`src/psc_pkg.sv`:
```
// Constants and carriers for the power and processor sideband block
`default_nettype none
package psc_pkg;
   localparam int CLK_HZ = 10_000_000;
   localparam int MS_DIV = 1000;
   localparam int DEB_MS = 16;
   localparam int OVR_S = 4;
   localparam int SMB_WAIT_MS = 25;
   localparam int PLT_MS = 1;
   localparam int INIT_CLKS = 16;
   localparam int DEB_CYC = DEB_MS * (CLK_HZ / MS_DIV);
   localparam int OVR_CYC = OVR_S * CLK_HZ;
   localparam int SMB_CYC = SMB_WAIT_MS * (CLK_HZ / MS_DIV);
   localparam int PLT_CYC = PLT_MS * (CLK_HZ / MS_DIV);
   localparam int INIT_W = 5;

   typedef struct packed {
      logic power_good;
      logic init_n;
      logic addr20_mask_n;
      logic ignore_fpu_error_n;
      logic nmi;
      logic sys_mgmt_irq_n;
      logic stop_clock_req_n;
      logic deep_sleep_n;
      logic deeper_stop_n;
   } psc_cpu_s;

   localparam psc_cpu_s CPU_RST = '{
      power_good: 1'h0, init_n: 1'h1, addr20_mask_n: 1'h1,
      ignore_fpu_error_n: 1'h1, nmi: 1'h0, sys_mgmt_irq_n: 1'h1,
      stop_clock_req_n: 1'h1, deep_sleep_n: 1'h1, deeper_stop_n: 1'h1};

   typedef enum logic {SR_IDLE, SR_WAIT} psc_sr_e;
endpackage
`default_nettype wire

```
`src/psc_top.sv`:
```
// Power-good, reset sequencing and processor sideband logic
`timescale 1ns/100ps
`default_nettype none

// ==========================================
// Debounce: level follows input after CYC stable cycles
module psc_debounce #(
   parameter int CYC = psc_pkg::DEB_CYC
) (
   input wire logic i_clk,
   input wire logic i_reset_n,
   input wire logic i_raw_n,
   output logic o_level_n,
   output logic o_press
);
   localparam int W = $clog2(CYC + 1);
   logic [W-1:0] cnt_q;
   always_ff @(posedge i_clk)
   begin
      if (!i_reset_n)
      begin
         cnt_q <= '0;
         o_level_n <= 1'h1;
         o_press <= 1'h0;
      end
      else
      begin
         o_press <= 1'h0;
         if (i_raw_n == o_level_n)
            cnt_q <= '0;
         else if (cnt_q == W'(CYC - 1))
         begin
            cnt_q <= '0;
            o_level_n <= i_raw_n;
            o_press <= !i_raw_n;
         end
         else
            cnt_q <= cnt_q + 1'h1;
      end
   end
endmodule // psc_debounce

// ==========================================
// Top level
module psc_top #(
   parameter int DEB_CYC = psc_pkg::DEB_CYC,
   parameter int OVR_CYC = psc_pkg::OVR_CYC,
   parameter int SMB_CYC = psc_pkg::SMB_CYC,
   parameter int PLT_CYC = psc_pkg::PLT_CYC
) (
   input wire logic i_clk,
   input wire logic i_reset_n,
   input wire logic i_power_good_input,
   input wire logic i_hub_sync_in,
   input wire logic i_regulator_power_good,
   input wire logic i_link_power_good,
   input wire logic i_resume_well_reset_n,
   input wire logic i_lan_reset_in_n,
   input wire logic i_power_button_in_n,
   input wire logic i_ring_indicate_n,
   input wire logic i_ring_wake_en_wr,
   input wire logic i_ring_wake_en,
   input wire logic i_system_reset_request_n,
   input wire logic i_smbus_idle,
   input wire logic i_sleeping,
   input wire logic i_in_s3_to_s5,
   input wire logic i_sx_transition,
   input wire logic i_sleep_entry,
   input wire logic i_sleep_s3_control_n,
   input wire logic i_battery_low_in_n,
   input wire logic i_battery_low_in_smi_en,
   input wire logic i_smi_event,
   input wire logic i_smi_clr,
   input wire logic i_stop_clock_event,
   input wire logic i_deeper_sleep_req,
   input wire logic i_deep_sleep_req,
   input wire logic i_port92_a20,
   input wire logic i_addr20_gate_in,
   input wire logic i_fpu_error_in_n,
   input wire logic i_fpu_error_report_enable,
   input wire logic i_coproc_err_wr,
   input wire logic i_kbc_reset_in_n,
   input wire logic i_serr,
   input wire logic i_io_check_error,
   input wire logic i_nmi_src_clr,
   output logic o_platform_reset_out_n,
   output logic o_link_reset_out_n,
   output logic o_lan_reset,
   output logic o_suspend_status_out_n,
   output logic o_clockgen_power_good,
   output logic o_deeper_sleep_vr,
   output logic o_irq13,
   output logic o_sleep_request,
   output logic o_wake_event,
   output logic o_force_s5,
   output logic o_internal_reset,
   output logic o_ring_wake_en,
   output var psc_pkg::psc_cpu_s o_cpu
);
   localparam int WP = $clog2(PLT_CYC + 1);
   localparam int WO = $clog2(OVR_CYC + 1);
   localparam int WS = $clog2(SMB_CYC + 1);
   localparam int IW = psc_pkg::INIT_W;
   // ==========================================
   // Decode
   wire pg_int = i_power_good_input & i_hub_sync_in;
   wire pg_all = pg_int & i_regulator_power_good;
   wire btn_lvl_n, btn_press, sr_press;
   logic ring_prev_q, kbc_prev_q, serr_prev_q, io_check_error_prev_q, bat_prev_q;
   logic [WP-1:0] plt_cnt_q, good_run_q;
   logic [WO-1:0] ovr_cnt_q;
   logic [WS-1:0] sr_cnt_q;
   logic [IW-1:0] init_cnt_q;
   logic smi_pend_q, ign_q;
   psc_pkg::psc_sr_e sr_q;
   wire ring_fall = ring_prev_q & !i_ring_indicate_n;
   wire bat_low = !i_battery_low_in_n;
   wire wake_block = bat_low & i_in_s3_to_s5;
   wire ring_wake = ring_fall & o_ring_wake_en & i_sleeping;
   wire fpu_error_in_act = !i_fpu_error_in_n & i_fpu_error_report_enable;
   wire ign_d = fpu_error_in_act & (ign_q | i_coproc_err_wr);
   wire smi_pend_d = (bat_prev_q & bat_low & i_battery_low_in_smi_en) | (smi_pend_q & !i_smi_clr);
   wire kbc_start = kbc_prev_q & !i_kbc_reset_in_n & !i_sx_transition
      & (init_cnt_q == '0);
   wire nmi_set = (!serr_prev_q & i_serr) | (!io_check_error_prev_q & i_io_check_error);

   psc_debounce #(.CYC(DEB_CYC)) u_btn_deb (.i_clk(i_clk), .i_reset_n(i_reset_n),
      .i_raw_n(i_power_button_in_n), .o_level_n(btn_lvl_n), .o_press(btn_press));
   psc_debounce #(.CYC(DEB_CYC)) u_sr_deb (.i_clk(i_clk), .i_reset_n(i_reset_n),
      .i_raw_n(i_system_reset_request_n), .o_level_n(), .o_press(sr_press));

   // ==========================================
   // Ring wake enable lives on the resume well, not the main reset
   always_ff @(posedge i_clk)
   begin
      if (!i_resume_well_reset_n)
         o_ring_wake_en <= 1'h0;
      else if (i_ring_wake_en_wr)
         o_ring_wake_en <= i_ring_wake_en;
   end

   // ==========================================
   // Platform reset and system reset request
   always_ff @(posedge i_clk)
   begin
      if (!i_reset_n)
      begin
         plt_cnt_q <= '0;
         good_run_q <= '0;
         o_platform_reset_out_n <= 1'h0;
      end
      else
      begin
         good_run_q <= !pg_all ? '0 : (good_run_q == WP'(PLT_CYC)) ? good_run_q
            : good_run_q + 1'h1;
         if (!pg_all || o_internal_reset)
         begin
            plt_cnt_q <= '0;
            o_platform_reset_out_n <= 1'h0;
         end
         else if (!o_platform_reset_out_n)
         begin
            plt_cnt_q <= plt_cnt_q + 1'h1;
            o_platform_reset_out_n <= (plt_cnt_q == WP'(PLT_CYC - 1));
         end
      end
   end

   // A busy SMBus gets a bounded grace period so a hung slave cannot block reset
   always_ff @(posedge i_clk)
   begin
      if (!i_reset_n)
      begin
         sr_q <= psc_pkg::SR_IDLE;
         sr_cnt_q <= '0;
         o_internal_reset <= 1'h0;
      end
      else
      begin
         o_internal_reset <= 1'h0;
         case (sr_q)
            psc_pkg::SR_IDLE:
            begin
               sr_cnt_q <= '0;
               if (sr_press && i_smbus_idle)
                  o_internal_reset <= 1'h1;
               else if (sr_press)
                  sr_q <= psc_pkg::SR_WAIT;
            end
            default:
            begin
               sr_cnt_q <= sr_cnt_q + 1'h1;
               if (i_smbus_idle || sr_cnt_q == WS'(SMB_CYC - 1))
               begin
                  o_internal_reset <= 1'h1;
                  sr_q <= psc_pkg::SR_IDLE;
               end
            end
         endcase
      end
   end

   // ==========================================
   // Power button, ring, battery
   always_ff @(posedge i_clk)
   begin
      if (!i_reset_n)
      begin
         ovr_cnt_q <= '0;
         o_force_s5 <= 1'h0;
         o_sleep_request <= 1'h0;
         o_wake_event <= 1'h0;
      end
      else
      begin
         ovr_cnt_q <= btn_lvl_n ? '0 : (ovr_cnt_q == WO'(OVR_CYC)) ? ovr_cnt_q
            : ovr_cnt_q + 1'h1;
         o_force_s5 <= !btn_lvl_n && ovr_cnt_q == WO'(OVR_CYC - 1);
         o_sleep_request <= btn_press & !i_sleeping;
         o_wake_event <= ((btn_press & i_sleeping) | ring_wake) & !wake_block;
      end
   end

   // ==========================================
   // Plain outputs and processor sideband
   always_ff @(posedge i_clk)
   begin
      if (!i_reset_n)
      begin
         {ring_prev_q, kbc_prev_q, bat_prev_q} <= 3'h7;
         {serr_prev_q, io_check_error_prev_q, smi_pend_q, ign_q} <= 4'h0;
         init_cnt_q <= '0;
         o_link_reset_out_n <= 1'h0;
         o_lan_reset <= 1'h1;
         o_suspend_status_out_n <= 1'h1;
         o_clockgen_power_good <= 1'h0;
         o_deeper_sleep_vr <= 1'h0;
         o_irq13 <= 1'h0;
         o_cpu <= psc_pkg::CPU_RST;
      end
      else
      begin
         ring_prev_q <= i_ring_indicate_n;
         kbc_prev_q <= i_kbc_reset_in_n;
         bat_prev_q <= i_battery_low_in_n;
         serr_prev_q <= i_serr;
         io_check_error_prev_q <= i_io_check_error;
         smi_pend_q <= smi_pend_d;
         ign_q <= ign_d;
         o_link_reset_out_n <= i_link_power_good;
         o_lan_reset <= !i_lan_reset_in_n;
         o_suspend_status_out_n <= !i_sleep_entry;
         o_clockgen_power_good <= i_sleep_s3_control_n & i_regulator_power_good;
         o_deeper_sleep_vr <= i_deeper_sleep_req;
         o_irq13 <= fpu_error_in_act;
         o_cpu.power_good <= pg_all;
         o_cpu.addr20_mask_n <= !(i_port92_a20 | i_addr20_gate_in);
         o_cpu.ignore_fpu_error_n <= !ign_d;
         o_cpu.sys_mgmt_irq_n <= !(i_smi_event | smi_pend_d);
         o_cpu.stop_clock_req_n <= !i_stop_clock_event;
         o_cpu.deep_sleep_n <= !i_deep_sleep_req;
         o_cpu.deeper_stop_n <= !i_deeper_sleep_req;
         o_cpu.nmi <= nmi_set | (o_cpu.nmi & !i_nmi_src_clr);
         if (kbc_start)
         begin
            init_cnt_q <= IW'(psc_pkg::INIT_CLKS);
            o_cpu.init_n <= 1'h0;
         end
         else if (init_cnt_q != '0)
         begin
            init_cnt_q <= init_cnt_q - 1'h1;
            o_cpu.init_n <= (init_cnt_q == IW'(1));
         end
      end
   end

   // ==========================================
   // Assertions
   AST_PLT_ON_POWER_GOOD_INPUT: assert property (@(posedge i_clk) disable iff (!i_reset_n)
      !pg_int |=> !o_platform_reset_out_n)
      else $error("platform reset not asserted on power good loss");
   AST_PLT_RELEASE: assert property (@(posedge i_clk) disable iff (!i_reset_n)
      $rose(o_platform_reset_out_n) |-> good_run_q == WP'(PLT_CYC))
      else $error("platform reset released early");
   AST_LINK_RST: assert property (@(posedge i_clk) disable iff (!i_reset_n)
      i_link_power_good |=> o_link_reset_out_n)
      else $error("link reset not released");
   AST_CPU_PG: assert property (@(posedge i_clk) disable iff (!i_reset_n)
      ##1 o_cpu.power_good == $past(i_power_good_input & i_regulator_power_good & i_hub_sync_in))
      else $error("cpu power good mismatch");
   AST_CKPG: assert property (@(posedge i_clk) disable iff (!i_reset_n)
      (!i_sleep_s3_control_n || !i_regulator_power_good) |=> !o_clockgen_power_good)
      else $error("clock generator power good high wrongly");
   AST_DEEPER_STOP_N: assert property (@(posedge i_clk) disable iff (!i_reset_n)
      o_cpu.deeper_stop_n == !o_deeper_sleep_vr)
      else $error("deeper stop is not the inverse of deeper sleep");
   AST_A20: assert property (@(posedge i_clk) disable iff (!i_reset_n)
      $rose(i_addr20_gate_in) |=> !o_cpu.addr20_mask_n)
      else $error("address 20 mask missing");
   AST_IGN: assert property (@(posedge i_clk) disable iff (!i_reset_n)
      !fpu_error_in_act |=> o_cpu.ignore_fpu_error_n)
      else $error("ignore error without fpu error");
   AST_INIT: assert property (@(posedge i_clk) disable iff (!i_reset_n)
      $fell(o_cpu.init_n) |-> !o_cpu.init_n [*8] ##1 !o_cpu.init_n [*8] ##1 o_cpu.init_n)
      else $error("init pulse not sixteen clocks");
   AST_NMI: assert property (@(posedge i_clk) disable iff (!i_reset_n)
      $rose(i_serr) ##1 (!i_nmi_src_clr) [*3] |-> o_cpu.nmi)
      else $error("nmi not held after serr");
   AST_SYSRST: assert property (@(posedge i_clk) disable iff (!i_reset_n)
      (sr_press && i_smbus_idle && sr_q == psc_pkg::SR_IDLE) |=> o_internal_reset
      ##1 !o_platform_reset_out_n)
      else $error("system reset not immediate on idle bus");
endmodule // psc_top
`default_nettype wire

```
`config.mk`:
```
export PLATFORM = sky130hd
export DESIGN_NAME = psc_top
export DESIGN_NICKNAME = d
export VERILOG_FILES = /design/src/psc_pkg.sv /design/src/psc_top.sv
export SDC_FILE = /design/constraint.sdc
export NUM_CORES = 1
export LEC_CHECK = 0
export ABC_AREA = 1
export BUFFER_PORTS_ARGS = -buffer_cell sky130_fd_sc_hd__buf_2
export CAP_MARGIN = 40
export CORE_MARGIN = 5
export CORE_UTILIZATION = 40
export DETAILED_ROUTE_END_ITERATION = 10
export GPL_ROUTABILITY_DRIVEN = 0
export PLACE_DENSITY_LB_ADDON = 0.15
export RECOVER_POWER = 100
export SLEW_MARGIN = 15
export SYNTH_ARGS = -nofsm -noshare
export SYNTH_HDL_FRONTEND = slang
export SYNTH_SLANG_ARGS = --single-unit
```
`constraint.sdc`:
```
create_clock -name i_clk -period 1.7 [get_ports i_clk]
set_input_delay 0.17 -clock i_clk [delete_from_list [all_inputs] [get_ports i_clk]]
set_output_delay 0.17 -clock i_clk [all_outputs]
set_load 0.01 [all_outputs]
```
# Word-level counts from Yosys, hierarchy flattened
# Index checks and enable logic that the tools add are counted.
# W data, S select, Z words.
[word_totals]
register_bits = 132
inputBits = 35
elab_cells = 140
[classes]
n_reduce_logical = 40
eq_ne = 9
muxes = 12
addsub = 6
bitwise_logic = 33
[op_table]
columns = ["operator", "n"]
rows = [
  ["$add A18 B1 Y18 const B", 3],
  ["$eq A18 B18 Y1 const B", 3],
  ["$eq A26 B26 Y1 const B", 2],
  ["$add A26 B1 Y26 const B", 1],
  ["$logic_not A1 Y1", 23],
  ["$and A1 B1 Y1", 21],
  ["$add A14 B1 Y14 const B", 1],
  ["$eq A14 B14 Y1 const B", 1],
  ["$reduce_or A3 Y1", 4],
  ["$mux W1", 10],
  ["$mux W5", 2],
  ["$or A1 B1 Y1", 7],
  ["$reduce_and A2 Y1", 3],
  ["$reduce_or A2 Y1", 3],
  ["$eq A5 B1 Y1 const B", 1],
  ["$logic_not A5 Y1", 1],
  ["$not A1 Y1", 5],
  ["$reduce_bool A5 Y1", 1],
  ["$sub A5 B1 Y5 const B", 1],
  ["$eq A1 B1 Y1", 2],
  ["$logic_and A1 B1 Y1", 2],
  ["$logic_or A1 B1 Y1", 2],
  ["$reduce_bool A2 Y1", 1],
]

# Longest topological paths before layout
# Gate-level depths: netlist of the first run.
[depth]
word_depth = 6
mapped_depth = 10
depth_no_buf = 10

# Modules after synthesis
# From an unflattened synthesis of the first run, not the netlist that was laid out.
[unflattened]
hier_cells = 917
hier_area_um2 = 6326.1
[modules_own_cells]
columns = ["module", "instances", "cells_each", "area_each_um2"]
rows = [
  ["psc_top", 1, 639, 4369.2],
  ["psc_debounce", 2, 139, 978.4],
]

# Worst setup path before layout of the first run
# Ideal clock, no wire load.
[synth_path]
kind = "register -> register"
startpoint = "register u_btn_deb.cnt_q[0]"
endpoint = "register u_btn_deb.cnt_q[10]"
setup_ns = 0.114
required_ns = 1.586
stages_incl_launch_ff = 10
path_slack_ns = 0.297
synth_period_minus_slack_ns = 1.403
t_arrival_ns = 1.289
path_cell_list = "dfxtp_1 ha_1 nand3_2 inv_2 nand2_2 nor2_4 nand2_2 nand2_4 buf_6 nor2_1"
[synth_via]
elab_chain_len = 2
[synth_lines]
columns = ["item", "line_no", "text"]
rows = [
  ["start: declaration", "psc_top.sv:17", "logic [W-1:0] cnt_q;"],
  ["start signal: assignment", "psc_top.sv:38", "cnt_q <= cnt_q + 1'h1;"],
  ["parallel branches: the longest is 2 deep, another holds $add A18 B1 Y18", "--", ""],
]
# Several ways; the timed one is not identified.
# A chain may end at the register's enable or synchronous reset.

# Final worst setup path of the first run
[layout_path]
startpoint = "register ovr_cnt_q[2]"
endpoint = "register ovr_cnt_q[17]"
[layout_via]
elab_chain_len = 1
[layout_lines]
columns = ["item", "line_no", "text"]
rows = [
  ["start: declaration", "psc_top.sv:111", "logic [WO-1:0] ovr_cnt_q;"],
  ["start signal: assignment", "psc_top.sv:216", "ovr_cnt_q <= btn_lvl_n ? '0 : (ovr_cnt_q == WO'(OVR_CYC)) ? ovr_cnt_q"],
  ["$add A26 B1 Y26 or $eq A26 B26 Y1 (tied branches)", "psc_top.sv:217, psc_top.sv:216", ""],
]
# Parallel ways exist; a longest one is shown, timed or not.

==> results by group, run 1 <==
Synthesis
  – Avg Inst Size Synth: 7.05 µm²
  – Yosys reg bits: 132
  – Commonest cells post-synth: nand2_1, nor2_1, dfxtp_1
  – Yosys warnings: 0
  – Area leader, netlist: dfxtp_1
  – Synth async-reset ratio: 0
  – Top post-synthesis cells by area: dfxtp_1, nand2_1, nor2_1
  – Post-synth top area share: 0.429
  – Top-count cell post-synth: nand2_1
  – Synth unique cells: 41
  – Syn_nets: 917
  – EDFF count, synth: 0
  – Synthesized instance count: 874
  – Top FF cell, synth: dfxtp_1
  – Netlist Area Pre-Place: 6160 µm²
  – Sequential element share of the synthesized area: 0.429

Timing
  – Final hold vios: 0
  – Final min period: 1.50 ns
  – Slew margin rel.: 0.584
  – Final period util: 0.880
  – Slew Viols, Final: 0
  – Final clock skew: 0.00587 ns
  – Fmax achieved: 668 MHz
  – Hold_ws: 0.00484 ns
  – Worst slew pin tran: 0.624 ns
  – Setup-failing EPs final: 0
  – Setup_tns: 0 ns
  – RSZ-0062 raised after global routing: no

Global route
  – Total grt overflow: 0
  – Largest net degree at the start of global routing: 19
  – GRT Overall Usage: 0.158
  – First-pass GRT wire length: 23500 µm
  – Vias in the first global route: 5274
  – Initial antenna violation count: 0

Worst setup path
  – Crit start category: register
  – CP cell instances: nand2_1, nor2_1, nand2_2, nor2_1, inv_1, nor2_1, nand2_1, nand2_1, nor2_1
  – Dominant cell type by count on the critical path: nor2_1
  – Arr. time, crit path: 1.80 ns
  – Slowest CP cell: dfxtp_1
  – Worst-path maximum fanout: 7
  – Slowest Stage Delay on Critical Path: 0.46 ns
  – Crit path required time: 2.01 ns
  – Critical Path Sink Type: register
  – Critical setup path kind: reg -> reg

Pwr
  – Power Density: 1020 nW/µm²
  – Maximum vdd ir drop: 0.802 mV
  – Power, Total: 7.59 mW
  – Leakage power: 2.68 nW

Routing
  – TritonRoute pass-1 iters: 6
  – Drt wl/cell: 11.6 µm
  – Vias/cell: 4.76
  – Detail Route Antenna Nets: 0
  – Routed wire length: 13600 µm
  – Via count: 5585
  – # DRC: 0
  – Iter 0 DRT Violations: 382

Place
  – IO Port Bufs: 55
  – Hpwl dp: 10000 µm
  – Dpl cell area: 6710 µm²

Hold path
  – Hold Crit Class: in -> reg

Finish
  – Nets: 1017
  – Area delta synth->final: 21.2%
  – Fin area: 7470 µm²
  – Ant diodes: 0
  – Layout cell share with drive strength beyond 1: 0.102
  – Fin util: 0.493

Status
  – Status: completed

Clock network
  – Bufs on Longest Clock Path: 2
  – CTS tree: built
  – Clk root buf: clkbuf_16
  – CTS clk-pin slew, worst paths: 0.06 ns
  – Htree depth: 4
  – Clock tree sinks: 132
  – CTS Buf Count: 17
  – Setup Fix Bufs, Post-CTS: 0
  – Worst skew pair latency: 0.41 ns

Floorplan
  – I/O pins: 56
  – Die height: 134 µm
  – Core box area: 15100 µm²
  – Initial Util: 0.407
  – DIE AREA: 18000 µm²
  – DIE WIDTH: 134 µm
  – Row Count: 45

Run
  – Max_cap viols: 0
placed cells by master (no fill, tap or decap), types with 2 or more instances in the layout:
cell type / count
clkbuf_1: 31
clkinv_2: 3
o21a_1: 2
nor4_1: 2
dfxtp_1: 132
nand3b_1: 7
or2_0: 3
a21oi_1: 62
nor2_2: 6
inv_1: 113
nor2_4: 4
xor2_1: 13
buf_2: 33
and3_1: 2
nand3_1: 54
xnor2_1: 4
dlygate4sd3_1: 22
o21ai_0: 30
nor2_1: 145
a21oi_2: 3
nand4_1: 25
nand3_2: 2
bufinv_16: 5
nand2_1: 187
nand2_4: 2
or2_2: 5
ha_1: 8
buf_4: 6
nor3_1: 36
clkbuf_16: 17
nand2_2: 6
routing by layer:
metal	track usage	part of all wire	vias to the layer above
li1	-	-	3015
met1	0.199	0.48	2464
met2	0.261	0.46	89
met3	0.0439	0.041	17
met4	0.0571	0.016	0
met5	0	0	-
stage by stage:
| step | instances | setup WS [ns] |
|---|---|---|
| 2_1_floorplan | 874 | 0.297 |
| 3_3_place_gp | 1121 | 0.193 |
| 3_5_place_dp | 1121 | 0.146 |
| 4_1_cts | 1173 | 0.141 |
| 5_1_grt | 1173 | 0.0269 |
| 6_report | 1173 | 0.204 |
state kept, by name (all words and copies together) (netlist names), 5 cells and up:
| signal | cells |
|---|---|
| o_cpu | 9 |
| plt_cnt_q | 14 |
| u_sr_deb.cnt_q | 18 |
| sr_cnt_q | 18 |
| u_btn_deb.cnt_q | 18 |
| init_cnt_q | 5 |
| ovr_cnt_q | 26 |
critical path, delay by kind of cell, from the launching register on:
family                 cells  cell delay, ns
buffers and inverters      1            0.07
DFF                        1            0.46
and+or+nand+nor            8            0.85
timing repair:
item / 4_1_cts / 5_1_grt
resized for setup: 0 / 2
endpoints found under the setup margin: 0 / 3
endpoints found under the hold margin: 21 / 0
hold buffers: 22 / 0
logic make-up after synthesis:
group	count (synthesis)	share of synthesized area
flops	132	0.429
compound gates	103	0.0899
xor+xnor	17	0.0242
buf+inv	124	0.0808
simple gates	490	0.360
fa+ha+maj	8	0.0162
report_power, final:
group	internal, mW	switching [mW]	total (mW)
Sequential	3.18	0.0433	3.22
Clock	2.62	1.30	3.92
Combinational	0.199	0.251	0.450
Total	5.99	1.60	7.59
worst paths after layout:
path                                         start  cells after the start  slack [ns]             to
worst max register to register        ovr_cnt_q[2]                      9        0.20  ovr_cnt_q[17]
worst min-delay path            i_power_good_input                      3       0.005       o_cpu[8]
worst min register to register               ign_q                      1        0.44       o_cpu[5]
worst max-delay path                  ovr_cnt_q[2]                      9        0.20  ovr_cnt_q[17]
layout make-up:
cell class                      count  area, µm²
Inverter                          114        428
Clock inverter                     10        181
Sequential cell                   132       2640
Multi-Input combinational cell    618       2990
Timing Repair Buffer               91        544
Fill cell                        1559       7680
Clock buffer                       20        447
Tap cell                          188        235
Power figures use the tool's default switching activity.
==> run 2, diff against run 1 <==
--- a/config.mk
+++ b/config.mk
@@ -12,6 +12,7 @@
 export CORE_UTILIZATION = 40
 export DETAILED_ROUTE_END_ITERATION = 10
 export GPL_ROUTABILITY_DRIVEN = 0
+export MAX_ROUTING_LAYER = met4
 export PLACE_DENSITY_LB_ADDON = 0.15
 export RECOVER_POWER = 100
 export SLEW_MARGIN = 15
==> results by group, run 2 (synthesized netlist as in run 1, its figures left out) <==
Run
  – Max_cap viols: 0 (unchanged)

Global route
  – Total grt overflow: 0 (unchanged)
  – First-pass GRT wire length: 23500 µm (about the same)
  – Vias in the first global route: 5272 (-0.038%)
  – Largest net degree at the start of global routing: 19 (unchanged)
  – GRT Overall Usage: 0.163 (+0.00464)
  – Initial antenna violation count: 0 (unchanged)

Finish
  – Nets: 1017 (unchanged)
  – Most common cell after layout, fill and taps aside: nand2_1
  – Storage cell area: 2640 µm² (unchanged)
  – Area of the multi-input gates: 2990 µm² (unchanged)
  – Biggest register: ovr_cnt_q
  – # fillers: 1559 (unchanged)
  – Most frequent cells in the layout: nand2_1, nor2_1, dfxtp_1, inv_1, a21oi_1
  – Area delta synth->final: 21.2% (unchanged)
  – Layout cell share with drive strength beyond 1: 0.102 (unchanged)
  – Largest register FFs: 26 (unchanged)
  – Ant diodes: 0 (unchanged)

Timing
  – Fmax achieved: 666 MHz (-0.31%)
  – Final hold vios: 0 (unchanged)
  – Final min period: 1.50 ns (+0.00470 ns)
  – Final clock skew: 0.00521 ns (-0.000661 ns)
  – Slew Viols, Final: 0 (unchanged)
  – RSZ-0062 raised after global routing: no
  – Slew margin rel.: 0.587 (+0.00374)
  – Setup_tns: 0 ns (unchanged)
  – Worst slew pin tran: 0.619 ns (-0.00562 ns)
  – Final period util: 0.883 (+0.00276)
  – Hold_ws: 0.00440 ns (-0.000444 ns)
  – Setup-failing EPs final: 0 (unchanged)

Clock network
  – Clk root buf: clkbuf_16
  – Bufs on Longest Clock Path: 2 (unchanged)
  – Setup Fix Bufs, Post-CTS: 0 (unchanged)
  – CTS tree: built
  – Htree depth: 4 (unchanged)
  – CTS Buf Count: 17 (unchanged)
  – CTS clk-pin slew, worst paths: 0.06 ns (about the same)
  – Worst skew pair latency: 0.41 ns (about the same)
  – Clock tree sinks: 132 (unchanged)

Worst setup path
  – Reg-to-reg setup timing slack: 0.20 ns (about the same)
  – Reg2reg path depth: 9 (unchanged)
  – Crit start category: register
  – Arr. time, crit path: 1.81 ns (about the same)
  – Reg2Reg Launch Point: ovr_cnt_q[2]
  – Reg2reg end: ovr_cnt_q[17]
  – Critical setup path kind: reg -> reg
  – Worst-path maximum fanout: 7 (unchanged)
  – Critical Path Sink Type: register
  – Crit path required time: 2.01 ns (about the same)

Hold path
  – Worst hold start: i_power_good_input
  – Hold Crit Class: in -> reg
  – Hold Path End: o_cpu[8]
  – WHS Path Cells: 3 (unchanged)

Floorplan
  – DIE AREA: 18000 µm² (unchanged)
  – Core box area: 15100 µm² (unchanged)
  – Die height: 134 µm (unchanged)
  – Row Count: 45 (unchanged)
  – Initial Util: 0.407 (unchanged)
  – I/O pins: 56 (unchanged)
  – DIE WIDTH: 134 µm (unchanged)

Pwr
  – Power Density: 1020 nW/µm² (about the same)
  – Combinational share of power: 0.059 (about the same)
  – P_int: 5.99 mW (about the same)
  – Reg power frac: 0.424 (about the same)
  – P_sw: 1.60 mW (about the same)
  – Switching share of power: 0.211 (about the same)
  – Clock share of power: 0.516 (about the same)
  – Maximum vdd ir drop: 0.801 mV (about the same)
  – Power, Total: 7.59 mW (about the same)
  – Leakage power: 2.68 nW (unchanged)

Place
  – Hpwl dp: 10000 µm (unchanged)
  – IO Port Bufs: 55 (unchanged)

Routing
  – TritonRoute pass-1 iters: 4 (-2)
  – Vias/cell: 4.77 (about the same)
  – Routed wire length: 13500 µm (-0.15%)
  – Met1 WL: 6530 µm (-0.21%)
  – Iter 0 DRT Violations: 397 (+3.9%)
  – Metal3 WL: 575 µm (+3.0%)
  – Top Metal Used: met4
  – Detail Route Antenna Nets: 0 (unchanged)
  – DR WL met2: 6240 µm (unchanged)
  – # DRC: 0 (unchanged)
  – Drt wl/cell: 11.5 µm (-0.15%)
  – Via count: 5590 (+0.090%)

Status
  – Status: completed
## run 2: cell counts in the layout (fill, tap and decap cells not counted)
No cell type changed its count.
## run 2: worst max-delay path: stages, from the launching register on
cell	delay, ns
dfxtp_1	0.47
nand2_1	0.10
nor2_1	0.13
nand2_2	0.10
nor2_1	0.25
inv_1	0.07
nor2_1	0.13
nand2_1	0.06
nand2_1	0.05
nor2_1	0.03
## run 2: through the flow
step | worst slack [ns] | cell area (µm²) | instances | utilization
floorplan | 0.297 | 6160 | 874 | -
global placement | 0.193 | 6710 | 1121 | 0.443
global route | 0.0269 | 7470 | 1173 | 0.493
finish | 0.199 | 7470 | 1173 | 0.493
detailed placement | 0.146 | 6710 | 1121 | 0.443
CTS | 0.141 | 7560 | 1173 | 0.499
## run 2: final cells by class
class                      count  area share
multi-input combinational    618       0.400
sequential                   132       0.354
timing repair buffer          91      0.0729
clock buffer                  20      0.0598
inverter                     114      0.0573
tap                          188      0.0315
clock inverter                10      0.0243
## run 2: worst max path at each step
| stage | start | end | slack (ns) | cells after the start |
|---|---|---|---|---|
| after floorplan | u_btn_deb.cnt_q[0] | u_btn_deb.cnt_q[10] | 0.30 | 9 |
| after global placement | ovr_cnt_q[1] | ovr_cnt_q[22] | 0.19 | 8 |
| after detailed placement | ovr_cnt_q[1] | ovr_cnt_q[22] | 0.15 | 8 |
| after CTS | ovr_cnt_q[1] | ovr_cnt_q[22] | 0.14 | 8 |
| after global routing | u_sr_deb.cnt_q[1] | u_sr_deb.cnt_q[2] | 0.03 | 8 |
| final | ovr_cnt_q[2] | ovr_cnt_q[17] | 0.20 | 9 |
## run 2: power by group through the flow
stage	registers (mW)	clock network (mW)	logic [mW]
floorplan	3.30	0	0.279
global placement	3.28	0	0.430
detailed placement	3.29	0	0.435
CTS	3.22	4.03	0.476
global route	3.23	4.16	0.527
finish	3.22	3.92	0.452
## run 2: timing repair
action / 4_1_cts / 5_1_grt
hold buffers: 22 / 0
resized for setup: 0 / 2
endpoints found under the hold margin: 21 / 0
setup endpoints to repair: 0 / 3
## run 2: per-layer routing
metal	global-route usage	vias up
met5	-	-
li1	-	3019
met2	0.261	88
met1	0.199	2468
met3	0.0439	15
met4	0.0571	0
==> run 3, diff against run 2 <==
--- a/config.mk
+++ b/config.mk
@@ -8,6 +8,7 @@
 export ABC_AREA = 1
 export BUFFER_PORTS_ARGS = -buffer_cell sky130_fd_sc_hd__buf_2
 export CAP_MARGIN = 40
+export CORE_ASPECT_RATIO = 0.9
 export CORE_MARGIN = 5
 export CORE_UTILIZATION = 40
 export DETAILED_ROUTE_END_ITERATION = 10
@@ -15,7 +16,9 @@
 export MAX_ROUTING_LAYER = met4
 export PLACE_DENSITY_LB_ADDON = 0.15
 export RECOVER_POWER = 100
+export SETUP_SLACK_MARGIN = 0.5
 export SLEW_MARGIN = 15
 export SYNTH_ARGS = -nofsm -noshare
 export SYNTH_HDL_FRONTEND = slang
+export SYNTH_HIERARCHICAL = 1
 export SYNTH_SLANG_ARGS = --single-unit
==> results by group, run 3 <==
Place
  – IO Port Bufs: 55 (unchanged)
  – Dpl cell area: 6940 µm² (+3.4%)
  – Hpwl dp: 10100 µm (+0.74%)

Worst setup path
  – CP cell instances: nand2_1, inv_1, nand3_1, nor2_4, nand2_4, nand2_1, nor3_1
  – Reg2reg end: u_btn_deb/cnt_q[9]
  – Reg-to-reg setup timing slack: 0.27 ns (+0.07 ns)
  – WP buf/inv: 1 (unchanged)
  – CP Capture Point: u_btn_deb/cnt_q[9]
  – Crit path required time: 2.00 ns (about the same)
  – CP startpoint: u_btn_deb/cnt_q[14]
  – Slowest CP cell: dfxtp_1
  – Slowest Stage Delay on Critical Path: 0.36 ns (-0.11 ns)
  – Critical Path Stages: 7 (-2)
  – Crit start category: register
  – Arr. time, crit path: 1.73 ns (-0.08 ns)
  – CP top delay family: simple AND/OR/NAND/NOR gates
  – Reg2Reg Launch Point: u_btn_deb/cnt_q[14]
  – Critical Path Sink Type: register
  – Dominant cell type by count on the critical path: nand2_1
  – Critical setup path kind: reg -> reg
  – Reg2reg path depth: 7 (-2)
  – Worst-path maximum fanout: 6 (-1)

Finish
  – Layout cell share with drive strength beyond 1: 0.288 (+0.186)
  – Most frequent cells in the layout: nand2_1, nor2_1, inv_1, dfxtp_1, nand3_1
  – Fin util: 0.558 (+0.0652)
  – Most common cell after layout, fill and taps aside: nand2_1
  – Biggest register: ovr_cnt_q
  – Nets: 1101 (+8.3%)
  – Ant diodes: 0 (unchanged)
  – Largest register FFs: 26 (unchanged)
  – Fin area: 8650 µm² (+16%)
  – Area delta synth->final: 36.7%

Timing
  – Setup-failing EPs final: 0 (unchanged)
  – Fmax achieved: 698 MHz (+4.8%)
  – Hold_ws: 0.0145 ns (+0.0101 ns)
  – RSZ-0062 raised after global routing: yes
  – Worst slew pin tran: 0.417 ns (-0.202 ns)
  – Final hold vios: 0 (unchanged)
  – Slew margin rel.: 0.720 (+0.132)
  – Final clock skew: 0.00759 ns (+0.00238 ns)
  – Setup_tns: 0 ns (unchanged)
  – Final period util: 0.843 (-0.0403)
  – Final min period: 1.43 ns (-0.0686 ns)
  – Slew Viols, Final: 0 (unchanged)

Global route
  – GRT Overall Usage: 0.175 (+0.0125)
  – Total grt overflow: 0 (unchanged)
  – Initial antenna violation count: 0 (unchanged)
  – First-pass GRT wire length: 25500 µm (+8.5%)
  – Largest net degree at the start of global routing: 23 (+4)
  – Vias in the first global route: 5515 (+4.6%)

Run
  – Max_cap viols: 0 (unchanged)

Synthesis
  – Top post-synthesis cells by area: dfxtp_1, nand2_1, nor2_1
  – Synth unique cells: 37 (-9.8%)
  – Area leader, netlist: dfxtp_1
  – Synthesized instance count: 917 (+4.9%)
  – EDFF count, synth: 0 (unchanged)
  – Synth async-reset ratio: 0 (unchanged)
  – Top-count cell post-synth: nand2_1
  – Commonest cells post-synth: nand2_1, nor2_1, dfxtp_1
  – Avg Inst Size Synth: 6.90 µm² (-2.2%)
  – Post-synth top area share: 0.418 (-0.0110)
  – Sequential element share of the synthesized area: 0.418 (-0.0110)
  – Netlist Area Pre-Place: 6330 µm² (+2.6%)
  – Syn_nets: 960 (+4.7%)
  – Yosys warnings: 6 (+6)
  – Top FF cell, synth: dfxtp_1
  – Yosys reg bits: 132 (unchanged)

Routing
  – Via count: 6121 (+9.5%)
  – TritonRoute pass-1 iters: 5 (+1)
  – Routed wire length: 16100 µm (+19%)
  – Drt wl/cell: 12.6 µm (+9.5%)
  – # DRC: 0 (unchanged)
  – Detail Route Antenna Nets: 0 (unchanged)
  – Vias/cell: 4.81 (+0.90%)
  – Iter 0 DRT Violations: 291 (-27%)

Floorplan
  – Core box area: 15500 µm² (+2.3%)
  – DIE AREA: 18400 µm² (+2.5%)
  – Initial Util: 0.408 (+0.00133)
  – Die height: 129 µm (-3.6%)
  – DIE WIDTH: 143 µm (+6.3%)
  – Row Count: 43 (-4.4%)
  – I/O pins: 56 (unchanged)

Clock network
  – Clk root buf: clkbuf_16
  – CTS Buf Count: 17 (unchanged)
  – Htree depth: 4 (unchanged)
  – CTS tree: built
  – Clock tree sinks: 132 (unchanged)
  – Worst skew pair latency: 0.42 ns (about the same)
  – Bufs on Longest Clock Path: 2 (unchanged)
  – CTS clk-pin slew, worst paths: 0.06 ns (about the same)

Hold path
  – Hold Crit Class: in -> reg
  – Worst hold start: i_hub_sync_in

Status
  – Status: completed

Pwr
  – Maximum vdd ir drop: 0.708 mV (-12%)
  – Leakage power: 3.11 nW (+16%)
  – Power Density: 841 nW/µm² (-17%)
## run 3: changes by cell type in the layout (fill, tap and decap cells not counted), sizes merged, moves of 9 or more
cell	previous run	this run
a21oi	65	54
nand3	57	66
nor2	155	185
nand2	195	220
buf	39	68
inv	114	134
## run 3: area by class of cell
type,count,area [µm²]
Timing Repair Buffer,123,858
Clock buffer,18,439
Fill cell,1485,6840
Tap cell,202,253
Inverter,129,503
Multi-Input combinational cell,655,3730
Clock inverter,14,116
Sequential cell,132,2750
## run 3: what timing repair did
item / 4_1_cts / 5_1_grt
endpoints found under the setup margin: 84 / 87
gates cloned: 6 / 1
endpoints found under the hold margin: 24 / 0
pin swaps: 30 / 57
gates resized for setup: 122 / 160
setup buffers: 22 / 15
hold buffers: 26 / 0
## run 3: logic make-up after synthesis
kind of cell	Yosys count	synth area share
flip-flops	132	0.418
adder cells (fa/ha/maj)	8	0.0158
XOR/XNOR	16	0.0222
buffers and inverters	136	0.0841
AO/OA/AOI/OAI	91	0.0754
AND/OR/NAND/NOR	534	0.385
## run 3: worst min-delay path by stage
stage,to,depth (start not counted)
finish,o_cpu[8],3
global route,o_cpu[8],3
CTS,o_cpu[8],3
detailed placement,o_cpu[1],2
global placement,o_cpu[2],2
floorplan,o_cpu[1],1
## run 3: tightest hold or removal path, stage by stage
cell and delay (ns):
buf_2 0.10, inv_1 0.05, nor3_1 0.07
## run 3: where the power goes
part	switching (mW)	total, mW	internal, mW
logic	0.331	0.615	0.284
registers	0.0653	3.23	3.17
clock network	1.49	3.43	1.94
total	1.89	7.28	5.39
## run 3: per-layer routing
| metal | global-route usage | wire length, µm | vias up |
|---|---|---|---|
| met4 | 0.0531 | 171 | 0 |
| met1 | 0.223 | 7740 | 2783 |
| met5 | - | 0 | - |
| met3 | 0.0443 | 672 | 11 |
| li1 | - | - | 3224 |
| met2 | 0.276 | 7520 | 103 |
## run 3: through the flow
stage	setup WS [ns]	std cells	power, mW
global route	0.179	1273	7.63
global placement	0.334	1171	3.83
finish	0.268	1273	7.28
CTS	0.422	1257	7.44
floorplan	0.383	917	3.68
detailed placement	0.300	1171	3.84
